## src/rtl/acz_cfg.svh

```systemverilog
`ifndef ACZ_CFG_SVH
`define ACZ_CFG_SVH

// register byte addresses (apb)
`define ACZ_CTL0_ADDR 12'hf70
`define ACZ_DATA_ADDR 12'hf74
`define ACZ_STAT_ADDR 12'hf78
`define ACZ_MASK_ADDR 12'hf7c

// control register zero fields
`define ACZ_START_BIT 7
`define ACZ_RSVD6_BIT 6
`define ACZ_INTERNAL_REFERENCE_ENABLE_BIT 5
`define ACZ_CONVERTER_ENABLE_BIT 4
`define ACZ_RSVD3_BIT 3
`define ACZ_CHAN_MSB 2
`define ACZ_CHAN_LSB 0

// status / mask fields
`define ACZ_DONE_BIT 0

// reset values
`define ACZ_CTL0_RST 8'h00
`define ACZ_MASK_RST 1'b0

// timing: conversion time in ns as printed, and its cycle count at 50 MHz
`define ACZ_CONV_NS 11900
`define ACZ_CLK_NS 20
`define ACZ_CONV_CYC ((`ACZ_CONV_NS + `ACZ_CLK_NS - 1) / `ACZ_CLK_NS)

`endif

```

## src/rtl/acz_pkg.sv

```systemverilog
`default_nettype none
package acz_pkg;

    typedef enum {
        ACZ_IDLE,
        ACZ_CONV
    } acz_state_e;

    typedef struct packed {
        logic start;
        logic int_ref_en;
        logic conv_en;
        logic [2:0] chan;
    } acz_ctl_s;

    typedef struct packed {
        logic valid;
        logic [9:0] data;
    } acz_result_s;

endpackage : acz_pkg

`default_nettype wire

```

## src/rtl/acz_sar.sv

```systemverilog
`timescale 1ns/1ps
`default_nettype none
`include "acz_cfg.svh"

module acz_sar
    import acz_pkg::*;
#(
    parameter int RES_W = 10,
    parameter int CONV_CYC = `ACZ_CONV_CYC
) (
    // clock and reset
    input wire logic clk,
    input wire logic rst_n,
    // request
    input wire logic go,
    input wire logic enable,
    // comparator from the analog front end
    input wire logic cmp_hi,
    // status
    output logic busy,
    output logic trial_stb,
    output logic [RES_W-1:0] trial,
    output logic done,
    output logic [RES_W-1:0] result
);
    localparam int STEP = (CONV_CYC / RES_W > 0) ? CONV_CYC / RES_W : 1;
    localparam int CW = $clog2(STEP + 1);
    localparam int BW = $clog2(RES_W + 1);

    acz_state_e state_r;
    logic [CW-1:0] cnt_r;
    logic [BW-1:0] bit_r;
    logic [RES_W-1:0] sar_r;
    logic [RES_W-1:0] mask;
    logic step_end;

    assign mask = {{(RES_W-1){1'b0}}, 1'b1} << bit_r;
    assign step_end = (cnt_r == CW'(STEP - 1));
    assign busy = (state_r == ACZ_CONV);
    assign trial = sar_r | mask;
    assign trial_stb = busy && step_end;

    // sequencer
    always_ff @(posedge clk) begin
        if (!rst_n) begin
            state_r <= ACZ_IDLE;
        end else begin
            case (state_r)
                ACZ_IDLE: begin
                    if (go && enable) begin
                        state_r <= ACZ_CONV;
                    end
                end
                ACZ_CONV: begin
                    if (!enable || (step_end && bit_r == '0)) begin
                        state_r <= ACZ_IDLE;
                    end
                end
                default: state_r <= ACZ_IDLE;
            endcase
        end
    end

    // step timer and bit pointer
    always_ff @(posedge clk) begin
        if (!rst_n || !busy) begin
            cnt_r <= '0;
            bit_r <= BW'(RES_W - 1);
        end else if (step_end) begin
            cnt_r <= '0;
            bit_r <= bit_r - 1'b1;
        end else begin
            cnt_r <= cnt_r + 1'b1;
        end
    end

    // successive approximation, one bit per step
    always_ff @(posedge clk) begin
        if (!rst_n || (!busy && go)) begin
            sar_r <= '0;
        end else if (trial_stb) begin
            sar_r <= cmp_hi ? trial : sar_r;
        end
    end

    // completion pulse with result
    always_ff @(posedge clk) begin
        if (!rst_n) begin
            done <= 1'b0;
            result <= '0;
        end else begin
            done <= busy && enable && step_end && bit_r == '0;
            if (busy && enable && step_end && bit_r == '0) begin
                result <= cmp_hi ? trial : sar_r;
            end
        end
    end

endmodule : acz_sar

`default_nettype wire

```

## src/rtl/acz_top.sv

```systemverilog
// Behaviour
// - writing one to bit 7 starts conversion when idle and with bit 4 set
// - writing zero to bit 7 does nothing
// - bit 7 reads one while converting
// - bit 5 enables internal reference output
// - bit 4 powers converter up
// - bits 2:0 select one of eight inputs
// - each conversion yields ten-bit result
// - completion raises an interrupt request
`timescale 1ns/1ps
`default_nettype none
`include "acz_cfg.svh"

module acz_top
    import acz_pkg::*;
#(
    parameter int RES_W = 10,
    parameter int CHANS = 8,
    parameter int CONV_CYC = `ACZ_CONV_CYC
) (
    // clock and reset
    input wire logic REF_CLK,
    input wire logic RST_N,
    // apb slave
    input wire logic PSEL,
    input wire logic PENABLE,
    input wire logic PWRITE,
    input wire logic [11:0] PADDR,
    input wire logic [31:0] PWDATA,
    output logic [31:0] PRDATA,
    output logic PREADY,
    output logic PSLVERR,
    // analog front end control
    output logic CONVERTER_ENABLE,
    output logic INTERNAL_REFERENCE_ENABLE,
    output logic [CHANS-1:0] ANALOG_CHANNEL_SELECT,
    output logic SAMPLE_STROBE,
    output logic [RES_W-1:0] DAC_TRIAL,
    input wire logic COMPARATOR_HI,
    // interrupt
    output logic IRQ
);
    acz_ctl_s ctl_r;
    acz_result_s res;
    logic busy, done_pls, trial_stb;
    logic [RES_W-1:0] trial;
    logic [RES_W-1:0] data_r;
    logic stat_r, mask_r;
    logic cmp_s1_r, cmp_s2_r, cmp_s3_r, cmp_r;
    logic wr_acc, rd_hit;
    logic hit_ctl, hit_dat, hit_st, hit_msk;
    logic wr_ctl, wr_st, wr_msk;
    logic en_now;
    logic start_req;
    logic [31:0] ctl_word;

    assign PREADY = 1'b1;
    assign wr_acc = PSEL && PENABLE && PWRITE;

    // address decode
    assign hit_ctl = (PADDR == `ACZ_CTL0_ADDR);
    assign hit_dat = (PADDR == `ACZ_DATA_ADDR);
    assign hit_st = (PADDR == `ACZ_STAT_ADDR);
    assign hit_msk = (PADDR == `ACZ_MASK_ADDR);
    assign rd_hit = hit_ctl || hit_dat || hit_st || hit_msk;
    assign PSLVERR = PSEL && PENABLE && !rd_hit;

    assign wr_ctl = wr_acc && hit_ctl;
    assign wr_st = wr_acc && hit_st;
    assign wr_msk = wr_acc && hit_msk;

    // an enable written in the same transfer already counts
    assign en_now = wr_ctl ? PWDATA[`ACZ_CONVERTER_ENABLE_BIT]
        : ctl_r.conv_en;

    // start only on a one written to bit 7; a zero is ignored
    assign start_req = wr_ctl && PWDATA[`ACZ_START_BIT] && en_now
        && !busy;

    // control fields and busy bit; reserved bits kept at zero
    always_ff @(posedge REF_CLK) begin
        if (!RST_N) begin
            ctl_r <= '0;
        end else begin
            if (wr_ctl) begin
                ctl_r.int_ref_en <= PWDATA[`ACZ_INTERNAL_REFERENCE_ENABLE_BIT];
                ctl_r.conv_en <= PWDATA[`ACZ_CONVERTER_ENABLE_BIT];
                ctl_r.chan <= PWDATA[`ACZ_CHAN_MSB:`ACZ_CHAN_LSB];
            end
            if (start_req) begin
                ctl_r.start <= 1'b1;
            end else if (done_pls || !busy) begin
                ctl_r.start <= 1'b0;
            end
        end
    end

    // readback word; reserved bits read zero
    always_comb begin
        ctl_word = 32'h00000000;
        ctl_word[`ACZ_START_BIT] = ctl_r.start;
        ctl_word[`ACZ_INTERNAL_REFERENCE_ENABLE_BIT] = ctl_r.int_ref_en;
        ctl_word[`ACZ_CONVERTER_ENABLE_BIT] = ctl_r.conv_en;
        ctl_word[`ACZ_CHAN_MSB:`ACZ_CHAN_LSB] = ctl_r.chan;
    end

    // comparator comes from analog domain
    always_ff @(posedge REF_CLK) begin
        if (!RST_N) begin
            cmp_s1_r <= 1'b0;
            cmp_s2_r <= 1'b0;
            cmp_s3_r <= 1'b0;
            cmp_r <= 1'b0;
        end else begin
            cmp_s1_r <= COMPARATOR_HI;
            cmp_s2_r <= cmp_s1_r;
            cmp_s3_r <= cmp_s2_r;
            if (cmp_s2_r == cmp_s3_r) begin
                cmp_r <= cmp_s3_r;
            end
        end
    end

    acz_sar #(
        .RES_W(RES_W),
        .CONV_CYC(CONV_CYC)
    ) u_sar (
        .clk(REF_CLK),
        .rst_n(RST_N),
        .go(start_req),
        .enable(en_now),
        .cmp_hi(cmp_r),
        .busy(busy),
        .trial_stb(trial_stb),
        .trial(trial),
        .done(done_pls),
        .result(res.data)
    );
    assign res.valid = done_pls;

    // result register, ten bits
    always_ff @(posedge REF_CLK) begin
        if (!RST_N) begin
            data_r <= '0;
        end else if (res.valid) begin
            data_r <= res.data;
        end
    end

    // sticky done flag; new event wins over write-one clear
    always_ff @(posedge REF_CLK) begin
        if (!RST_N) begin
            stat_r <= 1'b0;
        end else if (done_pls) begin
            stat_r <= 1'b1;
        end else if (wr_st && PWDATA[`ACZ_DONE_BIT]) begin
            stat_r <= 1'b0;
        end
    end

    // interrupt mask, same layout as status
    always_ff @(posedge REF_CLK) begin
        if (!RST_N) begin
            mask_r <= `ACZ_MASK_RST;
        end else if (wr_msk) begin
            mask_r <= PWDATA[`ACZ_DONE_BIT];
        end
    end

    // read data registered in setup phase
    always_ff @(posedge REF_CLK) begin
        if (!RST_N) begin
            PRDATA <= '0;
        end else if (PSEL && !PENABLE) begin
            case (PADDR)
                `ACZ_CTL0_ADDR: PRDATA <= ctl_word;
                `ACZ_DATA_ADDR: PRDATA <= {{(32-RES_W){1'b0}}, data_r};
                `ACZ_STAT_ADDR: PRDATA <= {31'h0, stat_r};
                `ACZ_MASK_ADDR: PRDATA <= {31'h0, mask_r};
                default: PRDATA <= 32'h00000000;
            endcase
        end
    end

    // interrupt level: pending event under mask
    always_ff @(posedge REF_CLK) begin
        if (!RST_N) begin
            IRQ <= 1'b0;
        end else begin
            IRQ <= (stat_r || done_pls) && mask_r;
        end
    end

    // power and reference controls
    always_ff @(posedge REF_CLK) begin
        if (!RST_N) begin
            CONVERTER_ENABLE <= 1'b0;
            INTERNAL_REFERENCE_ENABLE <= 1'b0;
        end else begin
            CONVERTER_ENABLE <= ctl_r.conv_en;
            INTERNAL_REFERENCE_ENABLE <= ctl_r.int_ref_en;
        end
    end

    // one-hot input select
    always_ff @(posedge REF_CLK) begin
        if (!RST_N) begin
            ANALOG_CHANNEL_SELECT <= '0;
        end else begin
            ANALOG_CHANNEL_SELECT <= CHANS'(1) << ctl_r.chan;
        end
    end

    // trial strobe and code towards the comparator
    always_ff @(posedge REF_CLK) begin
        if (!RST_N) begin
            SAMPLE_STROBE <= 1'b0;
            DAC_TRIAL <= '0;
        end else begin
            SAMPLE_STROBE <= trial_stb;
            DAC_TRIAL <= trial;
        end
    end

endmodule : acz_top

`default_nettype wire
```

## config.mk

```make
export PLATFORM = sky130hd
export DESIGN_NAME = acz_top
export DESIGN_NICKNAME = d
export VERILOG_FILES = /design/src/rtl/acz_pkg.sv /design/src/rtl/acz_sar.sv /design/src/rtl/acz_top.sv
export VERILOG_INCLUDE_DIRS = /design/src /design/src/rtl
export SDC_FILE = /design/constraint.sdc
export NUM_CORES = 1
export LEC_CHECK = 0
export BUFFER_PORTS_ARGS = -buffer_cell sky130_fd_sc_hd__buf_2
export CORE_ASPECT_RATIO = 0.5
export CORE_MARGIN = 1
export CORE_UTILIZATION = 58
export CTS_BUF_LIST = sky130_fd_sc_hd__clkbuf_4 sky130_fd_sc_hd__clkbuf_8
export CTS_CLUSTER_DIAMETER = 120
export DETAILED_ROUTE_END_ITERATION = 8
export GPL_TIMING_DRIVEN = 0
export PLACE_DENSITY = 0.91
export SYNTH_ARGS = -nofsm -noshare
export SYNTH_HDL_FRONTEND = slang
export SYNTH_SLANG_ARGS = --single-unit
```

## constraint.sdc

```tcl
create_clock -name REF_CLK -period 3.5 [get_ports REF_CLK]
set_input_delay 0.175 -clock REF_CLK [delete_from_list [all_inputs] [get_ports REF_CLK]]
set_output_delay 0.175 -clock REF_CLK [all_outputs]
set_load 0.01 [all_outputs]
```

**Word-level counts from Yosys, hierarchy flattened**

Cells that the tools add are included.

- $add $sub $neg: 2
- Multipliers: 0
- Div/mod/pow operators: 0
- Magnitude comparators: 0
- Eq/ne operators: 10
- Shifts and indexed selects: 2
- Multiplexer cells: 10
- Bitwise gates (word level): 1
- Reduce and logical (&&, ||, !) cells: 38

Operators with widths:

| cell | count |
|---|---|
| two-way mux 32 bit | 2 |
| case mux 32 bit (2 select lines) | 1 |
| equality test 12 bit, second input constant | 4 |
| case mux 10 bit (4 select lines) | 1 |
| equality test 32 x 1 -> 1 bit, second input constant | 1 |
| equality test 32 x 2 -> 1 bit, second input constant | 1 |
| zero test 32 bit | 1 |
| logical AND 1 bit | 19 |
| two-way mux 10 bit | 1 |
| bitwise OR 10 bit | 1 |
| << shifter 1 x 4 -> 10 bit, first input constant | 1 |
| logical OR 1 bit | 8 |
| << shifter 1 x 3 -> 8 bit, first input constant | 1 |
| adder 6 x 1 -> 6 bit, second input constant | 1 |
| equality test 6 bit, second input constant | 1 |
| zero test 1 bit | 5 |
| two-way mux 1 bit | 5 |
| zero test 4 bit | 1 |
| inequality test 2 x 1 -> 1 bit, second input constant | 2 |
| nonzero test 2 bit | 2 |
| subtractor 4 x 1 -> 4 bit, second input constant | 1 |
| AND reduction 2 bit | 1 |
| OR reduction 2 bit | 1 |
| equality test 1 bit | 1 |

- Bits in registers: 139
- Bits in latches: 0
- RAM bits: 0
- Bits in read-only memories: 0
- Input port bits: 50
- Memories: 0

**Depth between registers and ports, before layout**

Gate-level depths: netlist of the first run.

- Word-level depth: 9
- Gate-level depth with buffers: 8
- Mapped depth without buffers: 6

**Cells and area by module**

A second synthesis of the first run with hierarchy kept.

- Cells, all modules: 388
- Area, all modules: 3,714.8 µm²

By module, submodules not included:

| module | times used | cells each | area an instance (µm²) | sequential area each (µm²) |
|---|---|---|---|---|
| acz_top | 1 | 215 | 2,140.8 | 1,081.0 |
| acz_sar | 1 | 173 | 1,574.0 | 640.6 |

**Worst setup path before layout of the first run**

Ideal clock, no wire load.

- Path kind: register to register
- From: register u_sar.bit_r[0]
- To: register u_sar.result[0]
- Data arrival time: 1,699 ps
- Slack: 1,680 ps
- Cell stages (with the launch flop): 8
- Buffers on the path: 1
- Period minus slack after synthesis: 1,820 ps
- Cell sequence: dfxtp_1 > inv_1 > ha_1 > or3b_2 > nor4_1 > mux2i_1 > buf_6 > mux2i_1

- Cells in the longest elaborated chain, start to end: 3

RTL lines:

| element | line | RTL |
|---|---|---|
| from (decl) | acz_sar.sv:32 | `logic [BW-1:0] bit_r;` |
| from (signal assigned) | acz_sar.sv:68 | `bit_r <= BW'(RES_W - 1);` |
| from (signal assigned) | acz_sar.sv:71 | `bit_r <= bit_r - 1'b1;` |
| << shifter 1 x 4 -> 10 bit | acz_sar.sv:37 | `assign mask = {{(RES_W-1){1'b0}}, 1'b1} << bit_r;` |
| bitwise OR 10 bit | acz_sar.sv:40 | `assign trial = sar_r \| mask;` |
| two-way mux 10 bit | acz_sar.sv:94 | `result <= cmp_hi ? trial : sar_r;` |
| to (signal assigned) | acz_sar.sv:94 |  |
| to (decl) | acz_sar.sv:24 | `output logic [RES_W-1:0] result` |

Several ways; a longest one is shown, not always the timed one.
A chain may end at the register's enable or synchronous reset.

**Worst setup path in the final report of the first run**

- From: register u_sar.bit_r[0]
- To: register u_sar.result[1]

Same word-level chain as after synthesis.

==> results of run 1 <==
-- synth_stat cells, drive strengths merged, types with 2 or more instances --
master    n
a21boi    3
a21o      4
a21oi    19
a31o      2
a31oi     3
a32oi     4
and2     12
and3      4
and3b     2
buf      27
clkbuf   15
conb      2
dfxtp    86
ha        7
inv       8
mux2i    31
nand2    33
nand2b    5
nand3     3
nand4     4
nand4bb   2
nor2     27
nor2b    30
nor3      5
nor3b     2
nor4      4
o21a      2
o21ai    13
o311ai    2
or3       3
or3b      3
or4       2
xnor2     4
xor2      2
-- area by class of cell --
type | count | share of cell area (%)
clock inverter | 3 | 0.405
multi-input combinational | 269 | 39.9
timing repair buffer | 54 | 6.25
buffer | 42 | 6.40
tap | 88 | 2.55
clock buffer | 13 | 3.99
sequential | 86 | 39.8
inverter | 8 | 0.695
-- kinds of logic (layout without fill, tap and decap cells) --
group                      Yosys count  count (layout)  synth area share [%]
muxes                               32              32                  9.06
adders and majority gates            7               7                  2.38
buffers and inverters               50             120                  8.34
other                                2              23                 0.204
xor gates and xnor gates             6               6                  1.43
DFF                                 86              86                  46.9
and+or+nand+nor                    146             146                  22.3
AOI/OAI and AO/OA                   55              55                  9.43
-- metrics by stage --
stage | utilization (%) | area [um^2]
final | 71.1 | 4320
after floorplan | - | 3750
after global placement | 68.0 | 4130
after detailed placement | 68.0 | 4130
after global routing | 71.1 | 4320
after CTS | 71.1 | 4320
-- worst min-delay path by stage --
stage                       start  endpoint  slack [ns]  depth (start not counted)
floorplan               PWDATA[0]    stat_r        0.28                          1
global placement    COMPARATOR_HI  cmp_s1_r        0.38                          2
global route        COMPARATOR_HI  cmp_s1_r        0.04                          2
CTS                 COMPARATOR_HI  cmp_s1_r        0.03                          2
detailed placement  COMPARATOR_HI  cmp_s1_r        0.40                          2
finish              COMPARATOR_HI  cmp_s1_r        0.04                          2
-- worst max-delay path: stages, from the launching register on --
cell	delay, ns
dfxtp_1	0.36
inv_1	0.11
ha_1	0.33
or3b_2	0.53
nor4_1	0.31
mux2i_1	0.18
buf_6	0.20
mux2i_1	0.19
-- cell usage in the layout (no fill, tap or decap), types with 3 or more instances in the layout --
cell type,Yosys,final
buf_2,0,54
nor2_1,27,27
mux2i_1,31,31
nand2b_1,5,5
o21ai_0,11,11
nand3_1,3,3
buf_4,23,23
and3_1,4,4
a31oi_1,3,3
and2_1,12,12
a21boi_0,3,3
inv_1,8,8
nor2b_1,30,30
nor4_1,4,4
nor3_1,5,5
a32oi_1,4,4
conb_1,2,23
a21oi_1,19,19
ha_1,7,7
dfxtp_1,86,86
nand2_1,33,33
clkbuf_8,1,13
nand4_1,4,4
a21o_1,4,4
xnor2_1,4,4
buf_6,3,3
clkbuf_1,14,14
-- metal layers --
metal / global-route usage, % / up-vias
met5: 0 / -
met4: 8.16 / 0
met3: 6.69 / 11
met2: 41.6 / 126
met1: 32.2 / 1385
li1: - / 1425
-- flip-flops by register name (all words and copies together) (netlist names), 4 cells and up --
name,cells
ANALOG_CHANNEL_SELECT,8
DAC_TRIAL,10
PRDATA,10
ctl_r,6
data_r,10
u_sar.bit_r,4
u_sar.cnt_r,6
u_sar.result,10
u_sar.sar_r,10
-- power by group --
group / switching [mW] / internal, mW
Combinational: 0.0491 / 0.0417
Sequential: 0.000874 / 0.980
Clock: 0.331 / 0.322
==> reports/metrics.cfg, run 1 <==
[cts]
path_clk_slew_ns = 0.08
htree_levels = 3
insertion_delay_ns = 0.35
cts_sinks = 86
cts_root_buf = clkbuf_8
cts_tree = yes
cts_buffer_depth = 2
hold_buffers = 0
cts_resized = 0
cts_buffers = 9
post_cts_buffers = 0

[sta]
setup_violations = 0
fmaxAchievable_mhz = 434
worst_slew_pin_slew_ns = 0.996
final_hold_viol_count = 0
tns_ns = 0
min_period_ns = 2.31
finalClockSkew_ns = 0.00706
min_period_over_period_pct = 65.9
maxSlewHeadroom_pct = 33.0
rsz0062_at_grt = no
final.setup.worst_slack_ns = 1.19
drv_slew = 0
whs_ns = 0.0387

[flow_run]
maxCapViolCount = 0

[cells_and_area]
area_delta_synth_final_pct = 17.7
instances_no_fill = 563
regArea_mm2 = 0.00172
antennaDiodeCount = 0
multi_input_area_mm2 = 0.00172
final_nets = 527
drive_above_1_share_pct = 23.2
fillers = 420

[logic_synthesis]
ys_ff_latch = 86
synth_edf_count = 0
synth.area.top_cells = dfxtp_1 (47%), mux2i_1 (8.4%), nor2b_1 (5.1%)
yosys_warnings = 0
netlist_instances = 384
yosysTopAreaCellShare_pct = 46.9
synth_top_cell_by_area = dfxtp_1
syn_area_per_cell_um2 = 9.57
synth-async-reset-ratio_pct = 0
ys_seq_area_share_pct = 46.9
synth_cell_types = 52
netlist_area_mm2 = 0.00367
ys.flop_type = dfxtp_1

[routing]
wl_per_cell_um = 13.7
first_iter_violations = 301
wl_met2_um = 3610
ant_nets = 0
dr.max_layer_used = met4
wirelength_um = 7690
met1Wirelength_um = 3410
dr_total_vias = 2947
drc_errors = 2
drtPass1Iterations = 6
viasPerCell = 5.23
wl_met3_um = 574

[worst_setup_path]
r2r_cells = 7
end_kind = flip-flop
crit_required_ns = 3.77
critical_path_class = flip-flop to flip-flop
startpoint = u_sar.bit_r[0]
crit_end = u_sar.result[1]
r2r_end = u_sar.result[1]
reg2reg_slack_ns = 1.19
crit_fanout = 10
worstSetupStartpointType = flip-flop
cp.arrival_ns = 2.57
timing.rr.start = u_sar.bit_r[0]

[status]
violations = design-rule violations
status = finished with violations

[die]
core.rowCount = 20
die_x_um = 115
io_pins = 106
die_h_um = 58.3
dieArea_mm2 = 0.00668
core_mm2 = 0.00608
start_util_pct = 60.4

[placed_design]
place_congestion = 0.873
io_buffers = 54
hpwl_um = 5330
dp_cells = 547
dp_slack_ns = 1.43

[global_route]
grt_overflow_total = 0
grt_first_pass_wirelength_um = 12700
grt_pass1_vias = 2662
grt_util_all_layers_pct = 25.0
grt_max_degree = 14
antenna_found_initial = 0

[pwr]
ir_drop_v = 0.000174
p_per_area_mw_per_mm2 = 399
p_total_mw = 1.72
leakagePower_nw = 1.91

[min_path]
hold_class = input port to flip-flop

Power figures use the tool's default switching activity.
==> run 2, diff against run 1 <==
Settings changed: CORE_UTILIZATION 58 to 48, PLACE_DENSITY 0.91 to 0.81.
Clock period 3.5 ns to 1.92 ns, I/O delays scaled along.
==> reports/metrics.cfg, run 2 (synthesis results as in run 1) <==
[worst_setup_path]
r2r_end = u_sar.result[6]
reg2reg_slack_ns = 0.08
worstSetupStartpointType = flip-flop
path_buf_inv = 2
path_cells = inv_4 -> ha_4 -> or3b_4 -> nor4_4 -> mux2i_2 -> buf_6 -> mux2i_1
cpPeakStageDelay_ns = 0.41
crit_fanout = 5
end_kind = flip-flop
cpMaxStageDelayCell = or3b_4
cpLargestDelayFamily = simple AND/OR/NAND/NOR gates
r2r_cells = 7
critical_path_class = flip-flop to flip-flop
crit_required_ns = 2.16
timing.rr.start = u_sar.bit_r[0]
cp.arrival_ns = 2.09

[sta]
whs_ns = 0.00995
worst_slew_pin_slew_ns = 0.913
finalClockSkew_ns = 0.0101
maxSlewHeadroom_pct = 38.6
setup_violations = 0
final_hold_viol_count = 0
min_period_over_period_pct = 96.1
drv_slew = 0
rsz0062_at_grt = yes
fmaxAchievable_mhz = 542
min_period_ns = 1.84

[cts]
htree_levels = 3
cts_tree = yes
cts_root_buf = clkbuf_8
cts_buffer_depth = 2
cts_sinks = 86
path_clk_slew_ns = 0.08
cts_buffers = 9
insertion_delay_ns = 0.36

[die]
io_pins = 106
dieArea_mm2 = 0.00803
die_h_um = 63.9
core.rowCount = 22
die_x_um = 126
start_util_pct = 49.8
core_mm2 = 0.00738

[cells_and_area]
final_nets = 535
final_cell_mix = dfxtp_1 (84), buf_2 (54), nand2_1 (33)
area_delta_synth_final_pct = 20.9
layout_commonest_cell = dfxtp_1
drive_above_1_share_pct = 25.3
final_core_util_pct = 60.2
antennaDiodeCount = 0

[global_route]
grt_first_pass_wirelength_um = 11700
grt_pass1_vias = 2522
grt_util_all_layers_pct = 18.5
grt_max_degree = 14
grt_overflow_total = 0
antenna_found_initial = 0

[min_path]
holdPathEnd = ctl_r[1]
holdPathStages = 3
hp-start = PWDATA[1]
hold_class = input port to flip-flop

[flow_run]
maxCapViolCount = 0

[pwr]
leakagePower_nw = 1.96
p_per_area_mw_per_mm2 = 692
ir_drop_v = 0.000341

[routing]
drtPass1Iterations = 4
first_iter_violations = 164
wirelength_um = 7450
ant_nets = 0
dr_total_vias = 2855
drc_errors = 0
wl_per_cell_um = 12.9
viasPerCell = 4.94

[placed_design]
place_congestion = 0.807
io_buffers = 54
hpwl_um = 5260

[status]
status = completed

-- run 2: changes by cell type in the layout (fill, tap and decap cells not counted), moves of 2 or more --
| cell | change |
|---|---|
| dlygate4sd3_1 | +3 |
| inv_4 | +2 |
| inv_1 | -2 |
| dfxtp_1 | -2 |
| clkbuf_8 | -2 |
| buf_4 | +3 |
-- run 2: where the power goes --
part | switching, mW | total (mW) | internal [mW]
sequential | 0.00139 | 1.79 | 1.79
clock | 0.609 | 1.12 | 0.508
combinational | 0.0907 | 0.172 | 0.0811
total | 0.701 | 3.08 | 2.37
-- run 2: worst max path at each step --
| stage | slack [ns] | endpoint | depth (start not counted) | start |
|---|---|---|---|---|
| detailed placement | -0.16 | u_sar.result[6] | 7 | u_sar.bit_r[0] |
| CTS | 0.03 | u_sar.result[6] | 7 | u_sar.bit_r[1] |
| finish | 0.08 | u_sar.result[6] | 7 | u_sar.bit_r[0] |
| global placement | -0.09 | u_sar.result[3] | 7 | u_sar.bit_r[0] |
| global route | -0.01 | u_sar.result[6] | 7 | u_sar.bit_r[1] |
| floorplan | 0.1 | u_sar.result[0] | 7 | u_sar.bit_r[0] |
-- run 2: cell type report --
cell class / count / area, um^2
fillers: 629 / 2940
multi-input cells: 270 / 1780
flip-flops and latches: 86 / 1730
repair buffers: 61 / 334
plain buffers: 42 / 277
clock buffers: 11 / 145
well taps: 96 / 120
inverters: 8 / 35.0
clock inverters: 4 / 23.8
-- run 2: routing by layer --
layer	share of wire, %	wire, um	global-route usage, %
met1	48	3570	24.2
met2	44	3270	30.1
met3	6.9	515	5.28
met4	1.2	87	5.34
met5	0	0	0
-- run 2: timing repair --
item | 4_1_cts | 5_1_grt
hold buffers | 2 | 1
setup buffers | 0 | 3
cloned | 0 | 2
endpoints found under the setup margin | 19 | 12
hold endpoints to repair | 2 | 1
pin swaps | 0 | 3
resized for setup | 7 | 12
-- run 2: worst min-delay path, cell delays in order --
cell	delay (ns)
buf_2	0.08
mux2i_1	0.06
nor2b_1	0.09
-- run 2: through the flow --
stage	cell area [um^2]	instances	setup slack (ns)	total power [mW]	TNS (ns)
after CTS	4360	572	0.0295	3.07	0
after detailed placement	4140	555	-0.164	1.99	-1.52
after global placement	4140	555	-0.0862	1.99	-0.812
after floorplan	3750	405	0.0998	1.94	0
after global routing	4440	578	-0.0116	3.18	-0.0119
final	4440	578	0.0757	3.08	0
